File: src/shared/pcr_pkg.sv
// Purpose: Shared constants and types for the control register upper bits block
// Assumes: Core clock of 20 MHz
// Notes: Field positions are bit indices within the 16-bit control word
`default_nettype none
package pcr_pkg;
  // Register map
  localparam logic [4:0] REG_CONTROL_ADDR = 5'h00;
  localparam logic [4:0] PHYAD_BROADCAST = 5'h00;
  // Field positions
  localparam int unsigned BIT_RESET = 15;
  localparam int unsigned BIT_LOOPBACK = 14;
  localparam int unsigned BIT_SPEED_LSB = 13;
  localparam int unsigned BIT_AN_ENABLE = 12;
  localparam int unsigned BIT_POWER_DOWN = 11;
  localparam int unsigned BIT_SPEED_MSB = 6;
  // Reset values
  localparam logic RST_LOOPBACK = 1'b0;
  localparam logic RST_SPEED_LSB = 1'b0;
  localparam logic RST_AN_ENABLE = 1'b1;
  localparam logic RST_POWER_DOWN = 1'b0;
  localparam logic RST_SPEED_MSB = 1'b1;
  localparam logic [15:0] READ_ZERO = 16'h0000;
  // Fixed read values outside the writable speed mode
  localparam logic FIXED_SPEED_LSB = 1'b0;
  localparam logic FIXED_SPEED_MSB = 1'b1;
  // Serial management frame
  localparam int unsigned MDIO_PRE_BITS = 32;
  localparam int unsigned MDIO_HDR_LAST = 12;
  localparam int unsigned MDIO_DATA_LAST = 15;
  localparam logic [1:0] OP_WRITE = 2'b01;
  localparam logic [1:0] OP_READ = 2'b10;
  // Receive clock source code that selects the recovered receive output clock
  localparam logic RXCLK_SRC_RECOVERED = 1'b1;
  // Timing
  localparam int unsigned CLK_PERIOD_NS = 50;
  localparam int unsigned SOFT_RESET_NS = 1000;
  localparam int unsigned SOFT_RESET_CYCLES = (SOFT_RESET_NS + CLK_PERIOD_NS - 1) / CLK_PERIOD_NS;
  // Line standard of the core
  typedef enum logic [1:0] {PCR_STD_1000X, PCR_STD_2500X, PCR_STD_SGMII} pcr_std_t;
endpackage
`default_nettype wire

File: src/hw/pcr_reset_timer.sv
// Purpose: Times the self-clearing core reset started by the reset bit
// Assumes: start is a one-cycle pulse on sys_clk
// Notes: A start during a running reset is ignored
`timescale 1ns/1ps
`default_nettype none
module pcr_reset_timer #(
  parameter int unsigned CYCLES = pcr_pkg::SOFT_RESET_CYCLES
) (
  // Clock and reset
  input wire logic sys_clk,
  input wire logic rst,
  // Control
  input wire logic start,
  output logic busy
);
  import pcr_pkg::*;

  localparam int unsigned CW = $clog2(CYCLES + 1);
  localparam logic [CW-1:0] LOAD = CW'(CYCLES);
  localparam logic [CW-1:0] ONE = CW'(1);

  generate
    if (CYCLES < 1) begin : g_bad_cycles
      $error("pcr_reset_timer: CYCLES must be at least 1");
    end
  endgenerate

  logic [CW-1:0] cnt_q;
  logic busy_q;
  wire last = (cnt_q == ONE);

  always_ff @(posedge sys_clk) begin
    if (rst) begin
      cnt_q <= '0;
      busy_q <= 1'b0;
    end else if (start && !busy_q) begin
      cnt_q <= LOAD;
      busy_q <= 1'b1;
    end else if (busy_q) begin
      cnt_q <= cnt_q - ONE;
      busy_q <= !last;
    end
  end

  assign busy = busy_q;
endmodule // pcr_reset_timer
`default_nettype wire

File: src/hw/pcr_control_reg.sv
// Purpose: Bits 15..11 and 6 of the coding sublayer control register with its serial management slave
// Assumes: All inputs synchronous to sys_clk; mdc well below sys_clk/2
// Notes: Bits 10..7 and 5..0 read as zero here; other register addresses read as zero
`timescale 1ns/1ps
`default_nettype none
module pcr_control_reg #(
  parameter int unsigned PRE_BITS = pcr_pkg::MDIO_PRE_BITS,
  parameter int unsigned RESET_CYCLES = pcr_pkg::SOFT_RESET_CYCLES,
  parameter bit HAS_AUTONEG = 1'b1
) (
  // Clock and reset
  input wire logic sys_clk,
  input wire logic rst,
  // Serial management link
  input wire logic mdc,
  input wire logic mdio_in,
  output logic mdio_out,
  output logic mdio_oe,
  input wire logic [4:0] phy_address,
  // Configuration vector
  input wire logic cfg_valid,
  input wire logic [15:0] cfg_word,
  // Core options
  input wire pcr_pkg::pcr_std_t std_mode,
  input wire logic ten_bit_interface_mode,
  input wire logic ps_gem_mode,
  input wire logic rx_gmii_clock_source_select,
  input wire logic pma_present,
  // Control outputs
  output logic core_reset,
  output logic loopback_internal,
  output logic external_wrap,
  output logic an_enable,
  output logic transceiver_power_down,
  output logic [1:0] speed_code
);
  import pcr_pkg::*;

  localparam int unsigned OW = $clog2(PRE_BITS + 1);
  localparam logic [OW-1:0] PRE_LOAD = OW'(PRE_BITS);

  generate
    if (PRE_BITS < 1) begin : g_bad_pre
      $error("pcr_control_reg: PRE_BITS must be at least 1");
    end
    if (RESET_CYCLES < 1) begin : g_bad_rst
      $error("pcr_control_reg: RESET_CYCLES must be at least 1");
    end
  endgenerate

  typedef enum logic [1:0] {PCR_ST_IDLE, PCR_ST_HDR, PCR_ST_TA, PCR_ST_DATA} pcr_mdio_st_t;

  ////////////////////////////////////////////////////////////////////////////
  // Serial frame engine

  pcr_mdio_st_t st_q;
  logic mdc_prev_q;
  logic [OW-1:0] ones_q;
  logic [3:0] cnt_q;
  logic [11:0] hdr_q;
  logic [1:0] op_q;
  logic hit_q;
  logic [4:0] regad_q;
  logic [15:0] sh_q;
  logic mdio_out_q;
  logic mdio_oe_q;

  wire mdc_rise = mdc && !mdc_prev_q;
  wire [12:0] hdr_word = {hdr_q, mdio_in};
  wire [1:0] hdr_op = hdr_word[11:10];
  wire [4:0] hdr_phy = hdr_word[9:5];
  wire hdr_ok = hdr_word[12] && (hdr_op == OP_READ || hdr_op == OP_WRITE);
  wire hdr_hit = (hdr_phy == phy_address) || (hdr_phy == PHYAD_BROADCAST);
  wire hdr_done = (cnt_q == 4'(MDIO_HDR_LAST));
  wire data_done = (cnt_q == 4'(MDIO_DATA_LAST));
  wire rd_active = hit_q && (op_q == OP_READ);
  wire [15:0] wdata = {sh_q[14:0], mdio_in};
  wire [15:0] ctrl_rd;
  wire [15:0] rd_word = (regad_q == REG_CONTROL_ADDR) ? ctrl_rd : READ_ZERO;
  wire mgmt_wr = mdc_rise && (st_q == PCR_ST_DATA) && data_done && hit_q && (op_q == OP_WRITE)
                 && (regad_q == REG_CONTROL_ADDR);

  always_ff @(posedge sys_clk) begin
    if (rst) begin
      mdc_prev_q <= 1'b0;
    end else begin
      mdc_prev_q <= mdc;
    end
  end

  always_ff @(posedge sys_clk) begin
    if (rst) begin
      st_q <= PCR_ST_IDLE;
      ones_q <= '0;
      cnt_q <= 4'h0;
      hdr_q <= 12'h000;
      op_q <= 2'b00;
      hit_q <= 1'b0;
      regad_q <= 5'h00;
      sh_q <= 16'h0000;
      mdio_out_q <= 1'b0;
      mdio_oe_q <= 1'b0;
    end else if (mdc_rise) begin
      unique case (st_q)
        PCR_ST_IDLE: begin
          if (mdio_in) begin
            if (ones_q != PRE_LOAD) begin
              ones_q <= ones_q + OW'(1);
            end
          end else begin
            if (ones_q == PRE_LOAD) begin
              st_q <= PCR_ST_HDR;
            end
            ones_q <= '0;
            cnt_q <= 4'h0;
          end
        end
        PCR_ST_HDR: begin
          hdr_q <= hdr_word[11:0];
          cnt_q <= cnt_q + 4'h1;
          if (hdr_done) begin
            st_q <= hdr_ok ? PCR_ST_TA : PCR_ST_IDLE;
            op_q <= hdr_op;
            hit_q <= hdr_hit;
            regad_q <= hdr_word[4:0];
            cnt_q <= 4'h0;
          end
        end
        PCR_ST_TA: begin
          cnt_q <= cnt_q + 4'h1;
          if (cnt_q == 4'h0) begin
            // Second turnaround bit is driven low by the slave
            mdio_oe_q <= rd_active;
            mdio_out_q <= 1'b0;
          end else begin
            st_q <= PCR_ST_DATA;
            cnt_q <= 4'h0;
            mdio_out_q <= rd_word[15];
            sh_q <= {rd_word[14:0], 1'b0};
          end
        end
        PCR_ST_DATA: begin
          cnt_q <= cnt_q + 4'h1;
          if (rd_active) begin
            mdio_out_q <= sh_q[15];
            sh_q <= {sh_q[14:0], 1'b0};
          end else begin
            sh_q <= wdata;
          end
          if (data_done) begin
            st_q <= PCR_ST_IDLE;
            mdio_oe_q <= 1'b0;
            mdio_out_q <= 1'b0;
          end
        end
      endcase
    end
  end

  assign mdio_out = mdio_out_q;
  assign mdio_oe = mdio_oe_q;

  ////////////////////////////////////////////////////////////////////////////
  // Write decode and soft reset

  logic lb_q;
  logic s13_q;
  logic an_q;
  logic pd_q;
  logic s6_q;
  logic busy;

  wire wr_any = mgmt_wr || cfg_valid;
  wire [15:0] wr_word = mgmt_wr ? wdata : cfg_word;
  wire soft_start = wr_any && wr_word[BIT_RESET];
  wire spd_wr_ok = (std_mode == PCR_STD_SGMII) && ps_gem_mode;

  pcr_reset_timer #(
    .CYCLES(RESET_CYCLES)
  ) u_reset_timer (
    .sys_clk(sys_clk),
    .rst(rst),
    .start(soft_start),
    .busy(busy)
  );

  always_ff @(posedge sys_clk) begin
    if (rst || busy) begin
      lb_q <= RST_LOOPBACK;
      s13_q <= RST_SPEED_LSB;
      an_q <= RST_AN_ENABLE;
      pd_q <= RST_POWER_DOWN;
      s6_q <= RST_SPEED_MSB;
    end else if (wr_any && !wr_word[BIT_RESET]) begin
      lb_q <= wr_word[BIT_LOOPBACK];
      an_q <= wr_word[BIT_AN_ENABLE];
      pd_q <= pd_q || wr_word[BIT_POWER_DOWN];
      if (spd_wr_ok) begin
        s13_q <= wr_word[BIT_SPEED_LSB];
        s6_q <= wr_word[BIT_SPEED_MSB];
      end
    end
  end

  ////////////////////////////////////////////////////////////////////////////
  // Read value

  wire s13_rd = spd_wr_ok ? s13_q : FIXED_SPEED_LSB;
  wire s6_rd = spd_wr_ok ? s6_q : FIXED_SPEED_MSB;
  wire an_rd = HAS_AUTONEG && an_q;
  logic [15:0] ctrl_rd_v;

  always_comb begin
    ctrl_rd_v = READ_ZERO;
    ctrl_rd_v[BIT_RESET] = busy;
    ctrl_rd_v[BIT_LOOPBACK] = lb_q;
    ctrl_rd_v[BIT_SPEED_LSB] = s13_rd;
    ctrl_rd_v[BIT_AN_ENABLE] = an_rd;
    ctrl_rd_v[BIT_POWER_DOWN] = pd_q;
    ctrl_rd_v[BIT_SPEED_MSB] = s6_rd;
  end

  assign ctrl_rd = ctrl_rd_v;

  ////////////////////////////////////////////////////////////////////////////
  // Control outputs

  wire rx_from_recovered = (rx_gmii_clock_source_select == RXCLK_SRC_RECOVERED);
  logic core_reset_q;
  logic lb_int_q;
  logic wrap_q;
  logic an_en_q;
  logic pd_out_q;
  logic [1:0] speed_q;

  always_ff @(posedge sys_clk) begin
    if (rst) begin
      core_reset_q <= 1'b0;
      lb_int_q <= RST_LOOPBACK;
      wrap_q <= RST_LOOPBACK;
      an_en_q <= 1'b0;
      pd_out_q <= RST_POWER_DOWN;
      speed_q <= {FIXED_SPEED_MSB, FIXED_SPEED_LSB};
    end else begin
      core_reset_q <= busy;
      lb_int_q <= lb_q && !ten_bit_interface_mode && !rx_from_recovered;
      wrap_q <= lb_q && ten_bit_interface_mode;
      an_en_q <= an_rd;
      pd_out_q <= pd_q && pma_present && !ten_bit_interface_mode;
      speed_q <= {s6_rd, s13_rd};
    end
  end

  assign core_reset = core_reset_q;
  assign loopback_internal = lb_int_q;
  assign external_wrap = wrap_q;
  assign an_enable = an_en_q;
  assign transceiver_power_down = pd_out_q;
  assign speed_code = speed_q;
endmodule // pcr_control_reg
`default_nettype wire

File: config.mk
export PLATFORM = sky130hd
export DESIGN_NAME = pcr_control_reg
export DESIGN_NICKNAME = d
export VERILOG_FILES = /design/src/shared/pcr_pkg.sv /design/src/hw/pcr_reset_timer.sv /design/src/hw/pcr_control_reg.sv
export SDC_FILE = /design/constraint.sdc
export NUM_CORES = 1
export LEC_CHECK = 0
export BUFFER_PORTS_ARGS = -buffer_cell sky130_fd_sc_hd__buf_2
export CORE_MARGIN = 2
export CORE_UTILIZATION = 44
export CTS_CLUSTER_DIAMETER = 80
export DETAILED_ROUTE_END_ITERATION = 16
export PLACE_DENSITY_LB_ADDON = 0.15
export SYNTH_ARGS = -nofsm -noshare
export SYNTH_HDL_FRONTEND = slang
export SYNTH_SLANG_ARGS = --single-unit
export TNS_END_PERCENT = 1
File: constraint.sdc
create_clock -name sys_clk -period 2.8 [get_ports sys_clk]
set_input_delay 0.42 -clock sys_clk [delete_from_list [all_inputs] [get_ports sys_clk]]
set_output_delay 0.42 -clock sys_clk [all_outputs]
set_load 0.02 [all_outputs]
==> results of run 1 <==
[power breakdown]
part           internal, W  switching [W]  total, W
sequential        0.000997      0.0000154   0.00101
clock             0.000366       0.000364  0.000730
combinational    0.0000501      0.0000643  0.000114
[layout make-up]
cell class / instances / area [sq um]
well taps: 99 / 124
fillers: 734 / 3550
repair buffers: 33 / 173
inverters: 14 / 52.6
multi-input cells: 264 / 1670
flip-flops and latches: 69 / 1380
clock buffers: 12 / 155
clock inverters: 4 / 22.5
[routing by layer]
layer / vias up / part of all wire (%)
met4: 0 / 1.1
li1: 1345 / -
met1: 1223 / 50
met3: 6 / 4.0
met5: - / 0
met2: 28 / 44
[worst max-delay path by stage]
stage	endpoint	slack (ns)	depth (start not counted)
finish	s6_q	0.36	5
CTS	s6_q	0.35	5
global route	s6_q	0.23	5
global placement	s6_q	0.41	5
floorplan	s6_q	0.68	6
detailed placement	s6_q	0.37	5
[kinds of logic after synthesis]
group	synth area share, %
AOI/OAI and AO/OA	13.7
xor gates and xnor gates	3.84
adders and majority gates	2.35
buffers and inverters	4.42
DFF	43.2
muxes	5.44
and+or+nand+nor	27.0
[worst max-delay path, delay by kind of cell (launching register included)]
family	cells	cell delay [ns]
and+or+nand+nor	2	1.00
AOI/OAI and AO/OA	1	0.43
DFF	1	0.39
adders and majority gates	1	0.30
muxes	1	0.20
[flip-flops by register name, summed over array words and instances, names as in the netlist, 2 cells and up, named ones only]
signal,flops
sh_q,16
hdr_q,12
ones_q,6
regad_q,5
u_reset_timer.cnt_q,5
cnt_q,4
op_q,2
speed_code,2
[placed cells by master, fill, tap and decap left out, types with 3 or more instances in the layout]
cell / instances
and2_1: 3
a221oi_1: 3
nand2b_1: 3
nor3_1: 11
inv_1: 14
nand4bb_1: 3
xnor2_1: 9
o21ai_0: 6
or4_1: 3
nor2b_1: 8
nand3_1: 21
nor4b_1: 3
a31oi_1: 3
mux2_2: 3
a311oi_1: 4
and3b_1: 3
clkinv_2: 3
nand3b_1: 4
xor2_1: 5
ha_1: 6
mux2i_1: 14
nand2_1: 45
buf_2: 30
or2_2: 3
and3_1: 3
dfxtp_1: 69
nor2_1: 31
a21oi_1: 34
clkbuf_8: 11
a32o_1: 3
buf_4: 3
[through the flow]
stage	area, sq um	power [W]	utilization, %	worst slack, ns	hold WS, ns
after global routing	3580	0.00194	50.2	0.229	0.225
after floorplan	3200	0.00111	-	0.684	0.427
after detailed placement	3400	0.00115	47.7	0.374	0.443
after global placement	3400	0.00115	47.7	0.409	0.440
after CTS	3580	0.00188	50.2	0.350	0.219
final	3580	0.00186	50.2	0.361	0.229
==> out/metrics.cfg, run 1 <==
[outcome]
status = finished, final reports clean

[setup_path]
cp-end-kind = flop
startpoint = cnt_q[0]
critical_path_required_ns = 3.02
crit_chain = ha_1, or4b_4, nor4_4, mux2i_1, a2111o_1
ff2ff_path_depth = 5
r2r_slack_ns = 0.36
rr_endpoint = s6_q
slowest_delay_ns = 0.50
crit_fanout = 7
cpMaxStageDelayCell = or4b_4
arrival_ns = 2.66
start_kind = flop
critPathKind = reg -> reg
reg2reg_from = cnt_q[0]

[timing]
finalCritPeriodShare_pct = 87.1
slew_viol_final = 0
finalSetupViolations = 0
fmax_mhz = 410
tightestPinTransition_ns = 1.16
skew_ns = 0.00755
min_period_ns = 2.44
slew-limit-headroom_pct = 22.8
tns_ns = 0
hold_viol_final = 0
rsz0062_at_grt = false

[floorplanning]
start_util_pct = 44.8
die-area_sq_um = 7960
die_w_microns = 89.2
io_pins = 41
std_cell_rows = 31
die_h_microns = 89.2
coreArea_sq_um = 7140

[clock_tree]
cts_made_buffers = 9
htreeDepth = 3
cts_root_buf = clkbuf_8
cts_tree = yes
cts_setup_buffers = 0
clk_path_buf_depth = 2
post_cts_resized = 0
hold_buffers = 0
clkTransAtPathRegs_ns = 0.08
cts.sinks = 69
worstSkewPairLatency_ns = 0.34

[synthesis]
yosys_warnings = 0
syn_area_per_cell_sq_um = 8.66
syn_nets = 407
synth_seq_cells = 69
yosysTopAreaCell = dfxtp_1
ys_seq_area_share_pct = 43.2
synthDistinctLibCells = 54
synthCells = 369
synth-edff-count = 0
synth.most_common_cell = dfxtp_1
synthTopCellsByArea = dfxtp_1 (43%), a21oi_1 (5.3%), nand2_1 (5.3%)
postSynth.asyncResetShare_pct = 0
synth_commonest_cells = dfxtp_1 (69), nand2_1 (45), a21oi_1 (34)
synth_ff_type = dfxtp_1
yosysTopAreaCellShare_pct = 43.2
syn_area_sq_um = 3200

[global_routing]
overflow = 0
grt_util_met2_pct = 25.9
globalRouteTotalUtil_pct = 17.6
grt_max_degree = 34
grt_pass1_wl_mm = 10.9
first_global_vias = 2332
met1_usage_pct = 25.0
grt_util_met3_pct = 4.62
gr-max-usage-layer = met2
antenna_found_initial = 0

[route]
ant_nets = 0
drt_pass1_iterations = 4
wirelength_mm = 6.65
drc = 0
route.detailed.vias_per_inst = 5.26
wl_per_cell_microns = 13.4
drt_iter0_drc = 122
num_vias = 2602

[power_and_ir_drop]
p_leak_nw = 1.29
powerDensity_nw_per_um2 = 518
ir_drop_uv = 297

[layout]
final_nets = 429
area_delta_synth_final_pct = 12.1
diodes = 0
drive_gt1_share_pct = 15.4
fin_cells = 495

[placed_design]
io_buffers = 30
dp_cells = 479
routabilityCongestion = 0.781
hpwl_mm = 4.57

[worst_hold_path]
min_path_type = in -> reg
hold_path_end = loopback_internal
hold_depth = 2
min_from = rx_gmii_clock_source_select

[job]
cap_violations = 0

No activity file was read; power rests on OpenSTA's default activity.
==> inputs of run 2 (changes only) <==
--- a/config.mk
+++ b/config.mk
@@ -10,6 +10,7 @@
 export CORE_UTILIZATION = 44
 export CTS_CLUSTER_DIAMETER = 80
 export DETAILED_ROUTE_END_ITERATION = 16
+export GPL_TIMING_DRIVEN = 0
 export PLACE_DENSITY_LB_ADDON = 0.15
 export SYNTH_ARGS = -nofsm -noshare
 export SYNTH_HDL_FRONTEND = slang
==> out/metrics.cfg, run 2 (synthesis results as in run 1) <==
[clock_tree]
cts_made_buffers = 9  ; unchanged
clkTransAtPathRegs_ns = 0.08  ; about the same
cts_root_buf = clkbuf_8  ; unchanged
cts.sinks = 69  ; unchanged
worstSkewPairLatency_ns = 0.34  ; about the same
post_cts_resized = 0  ; unchanged
htreeDepth = 3  ; unchanged
hold_buffers = 0  ; unchanged
cts_setup_buffers = 0  ; unchanged
clk_path_buf_depth = 2  ; unchanged
cts_tree = yes  ; unchanged

[setup_path]
r2r_slack_ns = 0.37  ; was 0.36 ns
start_kind = flop  ; unchanged
crit_end = u_reset_timer.busy  ; was s6_q
critPathKind = reg -> reg  ; unchanged
rr_endpoint = u_reset_timer.busy  ; was s6_q
crit_chain = ha_1, or4b_4, nor4_4, buf_4, mux2i_1, and3_1  ; was ha_1, or4b_4, nor4_4, mux2i_1, a2111o_1
critical_path_required_ns = 3.09  ; was 3.02 ns
crit_buf_inv = 1  ; was 0
cpLargestDelayFamily = simple AND/OR/NAND/NOR gates  ; unchanged
ff2ff_path_depth = 6  ; was 5
path_depth = 6  ; was 5
arrival_ns = 2.72  ; was 2.66 ns
cp-end-kind = flop  ; unchanged
crit_fanout = 10  ; was 7
startpoint = cnt_q[0]  ; unchanged
cpMaxStageDelayCell = or4b_4  ; unchanged
slowest_delay_ns = 0.51  ; was 0.50 ns
reg2reg_from = cnt_q[0]  ; unchanged

[floorplanning]
die_w_microns = 89.2  ; unchanged
die_h_microns = 89.2  ; unchanged
io_pins = 41  ; unchanged
coreArea_sq_um = 7140  ; unchanged
start_util_pct = 44.8  ; unchanged
std_cell_rows = 31  ; unchanged
die-area_sq_um = 7960  ; unchanged

[route]
route.detailed.vias_per_inst = 5.33  ; was 5.26
drc = 0  ; unchanged
drt_iter0_drc = 180  ; was 122
wirelength_mm = 7.06  ; was 6.65 mm
ant_nets = 0  ; unchanged
drt_pass1_iterations = 5  ; was 4
num_vias = 2735  ; was 2,602
wl_per_cell_microns = 13.8  ; was 13.4 microns

[placed_design]
io_buffers = 29  ; was 30
routabilityCongestion = 0.822  ; was 0.781
dp_cells = 497  ; was 479
hpwl_mm = 5.02  ; was 4.57 mm

[job]
cap_violations = 0  ; unchanged

[timing]
rsz0062_at_grt = false  ; unchanged
fmax_mhz = 411  ; was 410 MHz
skew_ns = 0.0101  ; was 0.00755 ns
tns_ns = 0  ; unchanged
min_period_ns = 2.43  ; was 2.44 ns
finalSetupViolations = 0  ; unchanged
finalCritPeriodShare_pct = 86.8  ; was 87.1%
tightestPinTransition_ns = 0.683  ; was 1.16 ns
slew-limit-headroom_pct = 54.1  ; was 22.8%
hold_viol_final = 0  ; unchanged
slew_viol_final = 0  ; unchanged

[global_routing]
first_global_vias = 2453  ; was 2,332
overflow = 0  ; unchanged
antenna_found_initial = 0  ; unchanged
grt_pass1_wl_mm = 11.8  ; was 10.9 mm
globalRouteTotalUtil_pct = 19.3  ; was 17.6%
grt_max_degree = 13  ; was 34

[layout]
layout_commonest_cell = dfxtp_1  ; unchanged
fin_util_pct = 51.3  ; was 50.2%
drive_gt1_share_pct = 14.7  ; was 15.4%
fin_cells = 513  ; was 495
diodes = 0  ; unchanged
largest_reg_flops = 16  ; unchanged
final_nets = 447  ; was 429
top_regs = sh_q: 16 flops, hdr_q: 12 flops, ones_q: 6 flops  ; unchanged
final_cell_mix = dfxtp_1 (69), nand2_1 (45), a21oi_1 (34), nor2_1 (31), buf_2 (31)  ; was dfxtp_1 (69), nand2_1 (45), a21oi_1 (34), nor2_1 (31), buf_2 (30)
area_delta_synth_final_pct = 14.6  ; was 12.1%
top_register = sh_q  ; unchanged

[power_and_ir_drop]
ir_drop_uv = 251  ; was 297 uV
finalPower_w = 0.00195  ; was 0.00186 W
p_leak_nw = 1.32  ; was 1.29 nW
powerDensity_nw_per_um2 = 533  ; was 518 nW/um^2

[worst_hold_path]
min_path_type = in -> reg  ; unchanged

[outcome]
status = finished, final reports clean  ; unchanged

-- run 2: changes by cell type in the layout (fill, tap and decap cells not counted) --
| cell | change |
|---|---|
| clkbuf_1 | +17 |
| buf_2 | +1 |
| bufinv_16 | +1 |
| clkbuf_8 | -1 |
| inv_6 | +1 |
| buf_1 | +1 |
| buf_4 | -2 |
-- run 2: how the worst min path moves through the flow --
stage                                            from                      to  depth (start not counted)
final                     rx_gmii_clock_source_select       loopback_internal                          2
after global routing      rx_gmii_clock_source_select       loopback_internal                          2
after CTS                 rx_gmii_clock_source_select       loopback_internal                          2
after detailed placement                      sh_q[6]                 sh_q[6]                          2
after global placement                        sh_q[1]                 sh_q[1]                          2
after floorplan                                  pd_q  transceiver_power_down                          2
-- run 2: final cells by class --
class	count	area, sq um
plain buffers	22	88.8
clock buffers	10	138
clock inverters	6	61.3
fillers	733	3470
inverters	14	52.6
multi-input cells	264	1670
flip-flops and latches	69	1380
well taps	99	124
repair buffers	29	145
-- run 2: routing by layer --
layer	share of wire (%)	GRT usage (%)
met5	0	0
met4	1.3	7.46
met3	3.9	3.32
met2	45	28.6
met1	50	28.2
-- run 2: report_power, final --
| part | leakage, nW | switching [W] | internal, W |
|---|---|---|---|
| clock | 0.102 | 0.000388 | 0.000434 |
| sequential | 0.558 | 0.0000130 | 0.000996 |
| combinational | 0.663 | 0.0000704 | 0.0000516 |
-- run 2: stage by stage --
stage | hold slack (ns) | cell area, sq um | setup slack (ns)
floorplan | 0.427 | 3200 | 0.684
global placement | 0.440 | 3470 | 0.409
detailed placement | 0.445 | 3470 | 0.404
CTS | 0.218 | 3660 | 0.368
global route | 0.217 | 3660 | 0.225
finish | 0.232 | 3660 | 0.369
